## src/wdt_params.svh

```systemverilog
// Named constants of the I/O port watchdog timer.
`ifndef WDT_PARAMS_SVH
`define WDT_PARAMS_SVH

// ==========================================================================
// Port addresses
`define WDT_ADDR_DISABLE 16'h0080
`define WDT_ADDR_INTERVAL 16'h0443
`define WDT_ADDR_EVSEL 16'h0444

// ==========================================================================
// Fields and reset values
`define WDT_UNIT_BIT 7
`define WDT_INTERVAL_RST 8'h00
`define WDT_EVSEL_RST 3'h0
`define WDT_RDATA_IDLE 8'h00

// ==========================================================================
// Time-out event codes
`define WDT_SEL_RESET 3'h0
`define WDT_SEL_IRQ10 3'h1
`define WDT_SEL_IRQ15 3'h2
`define WDT_SEL_IRQ11 3'h3
`define WDT_SEL_NMI 3'h4

// ==========================================================================
// Timing
`define WDT_CLK_PERIOD_NS 50
`define WDT_TICK_PERIOD_NS 1000000000
`define WDT_TICK_CYCLES (`WDT_TICK_PERIOD_NS / `WDT_CLK_PERIOD_NS)
`define WDT_SEC_PER_MIN_LAST 6'h3b

`endif

```

## src/wdt_pkg.sv

```systemverilog
// Types shared by the watchdog timer modules.
`default_nettype none

package wdt_pkg;

	// ======================================================================
	// Host I/O access, one-cycle strobes on clk.
	typedef struct packed {
		logic wr;
		logic rd;
		logic [15:0] addr;
		logic [7:0] wdata;
	} wdt_io_req_t;

	// ======================================================================
	// Time-out actions, one-cycle pulses.
	typedef struct packed {
		logic sys_reset;
		logic irq10;
		logic irq15;
		logic irq11;
		logic nmi;
	} wdt_evt_t;

	typedef enum logic [1:0] {
		WDT_IDLE,
		WDT_RUN,
		WDT_EXPIRED
	} wdt_state_t;

endpackage : wdt_pkg

`default_nettype wire

```

## src/wdt_tick_div.sv

```systemverilog
// One-second tick divider for the watchdog timer.
`include "wdt_params.svh"
`default_nettype none

module wdt_tick_div #(
	parameter int TICK_CYCLES = `WDT_TICK_CYCLES
) (
	input wire logic clk,
	input wire logic rst,
	input wire logic clr,
	output logic tick
);

	localparam int W = $clog2(TICK_CYCLES);
	localparam logic [W-1:0] LAST = W'(TICK_CYCLES - 1);

	logic [W-1:0] cnt_r, cnt_nxt;
	logic tick_r, tick_nxt;

	// ======================================================================
	// Clearing restarts a full period so the first tick after arming is
	// never short.
	always_comb begin
		cnt_nxt = cnt_r;
		tick_nxt = 1'b0;
		if (clr) begin
			cnt_nxt = '0;
		end else if (cnt_r == LAST) begin
			cnt_nxt = '0;
			tick_nxt = 1'b1;
		end else begin
			cnt_nxt = cnt_r + W'(1);
		end
	end

	always_ff @(posedge clk) begin
		if (rst) begin
			cnt_r <= '0;
			tick_r <= 1'b0;
		end else begin
			cnt_r <= cnt_nxt;
			tick_r <= tick_nxt;
		end
	end

	assign tick = tick_r;

endmodule // wdt_tick_div

`default_nettype wire

```

## src/wdt_io_watchdog.sv

```systemverilog
// I/O port watchdog timer: interval, event select and disable ports.
//
// Operation
// - Interval port write sets countdown start value.
// - Interval is one byte, at most 255.
// - 1-127 seconds; 129-255 minutes from low bits.
// - Event select: reset, IRQ10/15/11, or NMI.
// - Any disable port write stops the countdown.
// - Interval port access while idle reloads counter and arms.
// - Expiry resets processor or raises selected interrupt.
`include "wdt_params.svh"
`default_nettype none

module wdt_io_watchdog #(
	parameter int TICK_CYCLES = `WDT_TICK_CYCLES
) (
	input wire logic clk,
	input wire logic rst,
	input wire wdt_pkg::wdt_io_req_t io_req,
	output logic [7:0] io_rdata,
	output wdt_pkg::wdt_evt_t evt,
	output logic running
);

	// ======================================================================
	// Helpers
	function automatic logic addr_hit(input logic [15:0] a,
		input logic [15:0] port);
		addr_hit = (a == port);
	endfunction

	function automatic logic last_sec(input logic [5:0] s);
		last_sec = (s == `WDT_SEC_PER_MIN_LAST);
	endfunction

	function automatic wdt_pkg::wdt_evt_t evt_decode(input logic [2:0] sel);
		wdt_pkg::wdt_evt_t e;
		e = '0;
		if (sel == `WDT_SEL_RESET) begin
			e.sys_reset = 1'b1;
		end else if (sel == `WDT_SEL_IRQ10) begin
			e.irq10 = 1'b1;
		end else if (sel == `WDT_SEL_IRQ15) begin
			e.irq15 = 1'b1;
		end else if (sel == `WDT_SEL_IRQ11) begin
			e.irq11 = 1'b1;
		end else if (sel == `WDT_SEL_NMI) begin
			e.nmi = 1'b1;
		end
		evt_decode = e;
	endfunction

	// ======================================================================
	// Port decode
	wdt_pkg::wdt_state_t state_r, state_nxt;
	logic hit_int, hit_sel, hit_dis;
	logic arm_req, dis_req, arm_go;

	// The three ports never share an address, so at most one hit is set.
	always_comb begin
		hit_int = 1'b0;
		hit_sel = 1'b0;
		hit_dis = 1'b0;
		if (addr_hit(io_req.addr, `WDT_ADDR_INTERVAL)) begin
			hit_int = 1'b1;
		end else if (addr_hit(io_req.addr, `WDT_ADDR_EVSEL)) begin
			hit_sel = 1'b1;
		end else if (addr_hit(io_req.addr, `WDT_ADDR_DISABLE)) begin
			hit_dis = 1'b1;
		end
	end

	assign arm_req = hit_int && (io_req.wr || io_req.rd);
	assign dis_req = hit_dis && io_req.wr;

	// Only an idle timer is armed, and a disable in the same cycle wins.
	// Interval accesses while counting must not restart the divider
	// either, or polling that port would keep delaying expiry and act
	// as a refresh that skips the disable.
	assign arm_go = arm_req && !dis_req &&
		(state_r == wdt_pkg::WDT_IDLE);

	// ======================================================================
	// Registers
	logic [7:0] interval_r, interval_nxt;
	logic [2:0] evsel_r, evsel_nxt;
	logic [7:0] rdata_r, rdata_nxt;

	always_comb begin
		interval_nxt = interval_r;
		evsel_nxt = evsel_r;
		rdata_nxt = `WDT_RDATA_IDLE;
		if (io_req.wr && hit_int) begin
			interval_nxt = io_req.wdata;
		end
		// Codes above the NMI code are kept but fire nothing.
		if (io_req.wr && hit_sel) begin
			evsel_nxt = io_req.wdata[2:0];
		end
		// A read returns the stored byte, also in the cycle in which
		// that same read arms the timer.
		if (io_req.rd && hit_int) begin
			rdata_nxt = interval_r;
		end
	end

	always_ff @(posedge clk) begin
		if (rst) begin
			interval_r <= `WDT_INTERVAL_RST;
			evsel_r <= `WDT_EVSEL_RST;
			rdata_r <= `WDT_RDATA_IDLE;
		end else begin
			interval_r <= interval_nxt;
			evsel_r <= evsel_nxt;
			rdata_r <= rdata_nxt;
		end
	end

	assign io_rdata = rdata_r;

	// ======================================================================
	// Tick source
	logic sec_tick;
	logic div_clr;

	assign div_clr = arm_go || dis_req;

	wdt_tick_div #(
		.TICK_CYCLES(TICK_CYCLES)
	) u_tick (
		.clk(clk),
		.rst(rst),
		.clr(div_clr),
		.tick(sec_tick)
	);

	// ======================================================================
	// Countdown
	logic [6:0] count_r, count_nxt;
	logic minutes_r, minutes_nxt;
	logic [5:0] sec_r, sec_nxt;
	logic unit_tick;
	wdt_pkg::wdt_evt_t evt_r, evt_nxt;

	// In minutes mode one count is sixty one-second ticks.
	assign unit_tick = sec_tick &&
		(!minutes_r || last_sec(sec_r));

	always_comb begin
		state_nxt = state_r;
		count_nxt = count_r;
		minutes_nxt = minutes_r;
		sec_nxt = sec_r;
		evt_nxt = '0;
		case (state_r)
			wdt_pkg::WDT_IDLE: begin
				// A write in the arming cycle is already the start value.
				if (arm_go) begin
					count_nxt = interval_nxt[6:0];
					minutes_nxt = interval_nxt[`WDT_UNIT_BIT];
					sec_nxt = '0;
					state_nxt = wdt_pkg::WDT_RUN;
				end
			end
			wdt_pkg::WDT_RUN: begin
				// Accesses while running do not refresh; software must
				// disable first.
				if (dis_req) begin
					state_nxt = wdt_pkg::WDT_IDLE;
				end else if (sec_tick) begin
					if (last_sec(sec_r)) begin
						sec_nxt = '0;
					end else begin
						sec_nxt = sec_r + 6'h01;
					end
					if (unit_tick) begin
						// A start value of zero has nothing left to count
						// and expires at the first unit, like one.
						if (count_r <= 7'h01) begin
							count_nxt = 7'h00;
							evt_nxt = evt_decode(evsel_r);
							state_nxt = wdt_pkg::WDT_EXPIRED;
						end else begin
							count_nxt = count_r - 7'h01;
						end
					end
				end
			end
			wdt_pkg::WDT_EXPIRED: begin
				if (dis_req) begin
					state_nxt = wdt_pkg::WDT_IDLE;
				end
			end
			default: begin
				state_nxt = wdt_pkg::WDT_IDLE;
			end
		endcase
	end

	always_ff @(posedge clk) begin
		if (rst) begin
			state_r <= wdt_pkg::WDT_IDLE;
			count_r <= 7'h00;
			minutes_r <= 1'b0;
			sec_r <= 6'h00;
			evt_r <= '0;
		end else begin
			state_r <= state_nxt;
			count_r <= count_nxt;
			minutes_r <= minutes_nxt;
			sec_r <= sec_nxt;
			evt_r <= evt_nxt;
		end
	end

	assign evt = evt_r;
	assign running = (state_r == wdt_pkg::WDT_RUN);

endmodule // wdt_io_watchdog

`default_nettype wire

```

## config.mk

```make
export PLATFORM = sky130hd
export DESIGN_NAME = wdt_io_watchdog
export DESIGN_NICKNAME = d
export VERILOG_FILES = /design/src/wdt_pkg.sv /design/src/wdt_tick_div.sv /design/src/wdt_io_watchdog.sv
export VERILOG_INCLUDE_DIRS = /design/src
export SDC_FILE = /design/constraint.sdc
export NUM_CORES = 1
export LEC_CHECK = 0
export ABC_AREA = 0
export BUFFER_PORTS_ARGS = -buffer_cell sky130_fd_sc_hd__buf_4
export CORE_MARGIN = 5
export CORE_UTILIZATION = 30
export DETAILED_ROUTE_END_ITERATION = 7
export PLACE_DENSITY = 0.55
export REMOVE_ABC_BUFFERS = 1
export SYNTH_ARGS = -nofsm -noshare
export SYNTH_HDL_FRONTEND = slang
export SYNTH_HIERARCHICAL = 1
export SYNTH_SLANG_ARGS = --single-unit
```

## constraint.sdc

```tcl
create_clock -name clk -period 2.2 [get_ports clk]
set_input_delay 0.33 -clock clk [delete_from_list [all_inputs] [get_ports clk]]
set_output_delay 0.33 -clock clk [all_outputs]
set_load 0.02 [all_outputs]
```

Word-level counts from Yosys, hierarchy flattened
Cells that the tools add are included.
- output and inout bits: 14
- register bits: 66
- logic and storage cells: 101
- input port bits: 28
- magnitude comparators: 1
- multiplexer cells: 31
- add/sub/neg operators: 3
- bitwise logic cells: 5
- eq/ne operators: 19
- reductions and logical operators: 28
- operators with widths (kind ; number):
    two-way mux 7 bit ; 5
    == test 16 x 11 -> 1 bit, second input constant ; 2
    adder 25 x 1 -> 25 bit, second input constant ; 1
    == test 25 bit, second input constant ; 1
    two-way mux 6 bit ; 4
    == test 16 x 8 -> 1 bit, second input constant ; 1
    one-hot mux 7 bit (2 select lines) ; 1
    two-way mux 1 bit ; 12
    two-way mux 2 bit ; 6
    one-hot mux 6 bit (2 select lines) ; 1
    AND reduction 5 bit ; 2
    OR reduction 10 bit ; 1
    inequality test 3 x 1 -> 1 bit, second input constant ; 3
    OR reduction 9 bit ; 1
    logical AND 1 bit ; 8
    two-way mux 8 bit ; 1
    OR reduction 8 bit ; 1
    <= comparator 7 x 1 -> 1 bit, second input constant ; 1
    OR reduction 7 bit ; 1
    subtractor 7 x 1 -> 7 bit, second input constant ; 1
    adder 6 x 1 -> 6 bit, second input constant ; 1
    == test 3 x 2 -> 1 bit, second input constant ; 2
    == test 6 bit, second input constant ; 1
    inequality test 2 bit, second input constant ; 3
    17 further kinds ; 26

Longest topological paths before layout
- depth after elaboration: 10
- gate-level depth with buffers: 9
- mapped depth without buffers: 8

By module
Netlist, hierarchy kept.
- modules (own cells, without submodules) (module ; times used ; cells each ; area each (um^2) ; sequential area each (um^2)):
    wdt_io_watchdog ; 1 ; 209 ; 1895.6 ; 800.8
    wdt_tick_div ; 1 ; 145 ; 1224.9 ; 520.5

Worst setup path before layout
Ideal clock, no wire load.
- path kind: reg-to-reg
- start point: reg u_tick.cnt_r[0]
- end point: reg u_tick.cnt_r[11]
- setup time: 0.117 ns
- clock period less this slack: 1.937 ns
- required time: 2.083 ns
- path buffers: 1
- cell stages (with the launch flop): 7
- arrival: 1.819 ns
- setup slack: 0.263 ns
- path through: dfxtp_1 -> ha_1 -> nand3_1 -> or2_2 -> o31ai_1 -> buf_2 -> nor2_1
- word-level cells in the longest chain between the ends: 2
- elaborated cells between the ends (all ways): 3
- classes of those cells: add/sub: 1; eq/ne: 1; reduce/logical: 1
- RTL lines (element ; RTL line ; source):
    from (decl) ; wdt_tick_div.sv:17 ; logic [W-1:0] cnt_r, cnt_nxt;
    from (signal assigned) ; wdt_tick_div.sv:41 ; cnt_r <= cnt_nxt;
    branches (longest 2 deep; another with adder 25 x 1 -> 25 bit) ; -- ;
Several ways; the timed one is not identified.
A chain may end at the register's enable or synchronous reset.

Final worst setup path
- start point: reg u_tick.cnt_r[12]
- end point: reg u_tick.cnt_r[24]
The elaborated chain is that of the path after synthesis.

==> out/metrics.cfg <==
[outcome]
status = finished clean

[grt]
antenna_found_initial = 0
grt_pass1_wl_um = 13100
grt_max_degree = 29
grtUsageTotal_pct = 12.5
grt_remaining_overflow = 0
grt_pass1_vias = 2630

[synthesis]
avgSynthCellArea_um2 = 8.81
yosys-top-cells-count = dfxtp_1, nor2_1, nand2_1
synth_top_area_share_pct = 42.3
yosys.cell_count.top_type = dfxtp_1
yosysTopAreaCell = dfxtp_1
yosysWarningCount = 6
ys_seq_area_share_pct = 42.3
synth_flop_cell = dfxtp_1
synthArstFlopShare_pct = 0
syn-instance-count = 354
synth_area_leaders = dfxtp_1, nor2_1, mux2i_1
ys_types = 58
syn_area_mm2 = 0.00312
synth_edf_count = 0
ys_seq_elements = 66

[job]
max_cap_violations = 0

[timing]
finalHoldViolCount = 0
worst_pin_slew_ns = 0.575
setup_tns_ns = 0
fmax_mhz = 493
rsz0062_at_grt = no
clock_skew_ns = 0.00961
setup_violations = 0
slew_headroom_pct = 61.4
worst_hold_slack_ns = 0.218
drv_slew = 0
timing.final.crit_share_pct = 92.1
layout_min_cycle_time_ns = 2.03

[clock_tree]
clockBufferDepth = 2
cts_root_buffer = clkbuf_8
cts.repair.resized = 0
hold_buffers = 0
cts_setup_buffers = 0
cts_tree = done
path_clk_slew_ns = 0.08
htree_num_levels = 3
cts.sinks = 66
cts_buffers = 9
clk_latency_ns = 0.35

[layout]
fin_area_mm2 = 0.00391
n_fill_cell = 1051
nets = 443
drive_gt1_share_pct = 23.8
area_delta_synth_final_pct = 25.4
diodes = 0

[setup_path]
endpoint_kind = flop
path_max_fanout = 10
cp_common_cell = or4_1
cpPeakStageDelay_ns = 0.69
timing.rr.end = u_tick/cnt_r[24]
critical_path_class = reg -> reg
rr_startpoint = u_tick/cnt_r[12]
r2r_cells = 4
path_cells = nand4_1, or4_1, or4_1, a21oi_1
slowest_stage = or4_1
crit_path_start_kind = flop
required_ns = 2.48
rrSetupSlack_ns = 0.17
worstPathArrival_ns = 2.30

[power_and_ir_drop]
pwr-share-clk_pct = 49.4
swShare_pct = 21.8
pwr-share-seq_pct = 46.9
power_w = 0.00257
p_int_w = 0.00201
p_comb_share_pct = 3.7
switching_power_w = 0.000562
p_leak_nw = 1.46
power_density_mw_per_mm2 = 658
ir_worst_vdd_uv = 409

[floorplan]
start_util_pct = 30.5
die_w_um = 112
die-height_um = 112
pin_count = 42
rows = 37
core_area_mm2 = 0.0102
die_area_mm2 = 0.0125

[hold_path]
hold_depth = 3
holdPathEnd = interval_r[4]
holdCritStartpoint = io_req[4]
min_path_type = in -> reg

[routing]
num_vias = 2711
finalWirelength_um = 7520
wl_per_cell_um = 13.6
drt_iter0_drc = 95
antenna_left = 0
drtPass1Iterations = 4
drc = 0
via_per_inst = 4.91

[place]
gp_congestion = 0.838
place_area_mm2 = 0.00366
hpwl_um = 5540
portBuffers = 41

state kept, by name, indices dropped and copies added (netlist names), 2 cells and up:
name and cells:
io_rdata 8, count_r 7, evt 5, sec_r 6
u_tick/cnt_r 25, state_r 2, evsel_r 3, interval_r 8
layout make-up:
cell class | count | area (µm²) | area share, %
multi-input combinational | 261 | 1670 | 42.6
sequential | 66 | 1320 | 33.8
timing repair buffer | 58 | 448 | 11.4
tap | 136 | 170 | 4.35
clock inverter | 7 | 125 | 3.20
clock buffer | 9 | 124 | 3.16
inverter | 15 | 56.3 | 1.44
layout by cell type (no fill, tap or decap), types with 6 or more instances in the layout:
master    count
xnor2_1       8
and3_1        7
or2_2         6
a21oi_1      19
dfxtp_1      66
mux2i_1      11
nand3_1      17
o31ai_1       9
nand4_1       7
o21ai_0      15
inv_1        15
and2_1       10
clkbuf_8      9
nor2_1       38
nand2_1      27
nor3_1       16
buf_4        57
worst max-delay path: cells and delay by family, from the launching register on:
family          cells  cell delay, ns
simple gates        3            1.36
flops               1            0.43
compound gates      1            0.16
routing by layer:
| metal | vias up | routed length, µm | GRT usage, % |
|---|---|---|---|
| met5 | - | 0 | 0 |
| met4 | 0 | 97 | 3.61 |
| met3 | 10 | 456 | 4.02 |
| met2 | 66 | 3290 | 19.9 |
| met1 | 1230 | 3670 | 16.4 |
| li1 | 1405 | - | - |
power by group through the flow:
stage                     clock, W  combinational, W  sequential, W
after floorplan                  0         0.0000285        0.00123
after global placement           0         0.0000950        0.00123
after detailed placement         0         0.0000961        0.00123
after CTS                  0.00131         0.0000968        0.00121
after global routing       0.00137          0.000104        0.00121
final                      0.00127         0.0000950        0.00121
worst max-delay path by stage:
stage,start,endpoint,slack [ns],cells after the start
2_1_floorplan,u_tick/cnt_r[0],u_tick/cnt_r[23],-0.23,5
3_3_place_gp,io_req[11],sec_r[5],0.21,8
3_5_place_dp,io_req[11],u_tick/cnt_r[23],0.18,10
4_1_cts,u_tick/cnt_r[12],u_tick/cnt_r[24],0.17,4
5_1_grt,u_tick/cnt_r[14],u_tick/cnt_r[24],0.06,4
6_report,u_tick/cnt_r[12],u_tick/cnt_r[24],0.17,4
through the flow:
step,std cells,util (%),setup slack [ns]
after floorplan,342,-,-0.230
after global placement,536,35.8,0.215
after detailed placement,536,35.8,0.178
after CTS,552,38.3,0.166
after global routing,552,38.3,0.0559
final,552,38.3,0.173
cell families (layout without fill, tap and decap cells):
group           count (synthesis)  in the layout  synth area share [%]
mux                            11             11                  3.53
compound gates                 76             76                  17.2
buf+inv                        27             89                  4.17
xor+xnor                        9              9                  2.53
fa+ha+maj                       4              4                  1.60
simple gates                  161            161                  28.7
flops                          66             66                  42.3
(Power assumes the default switching activity.)
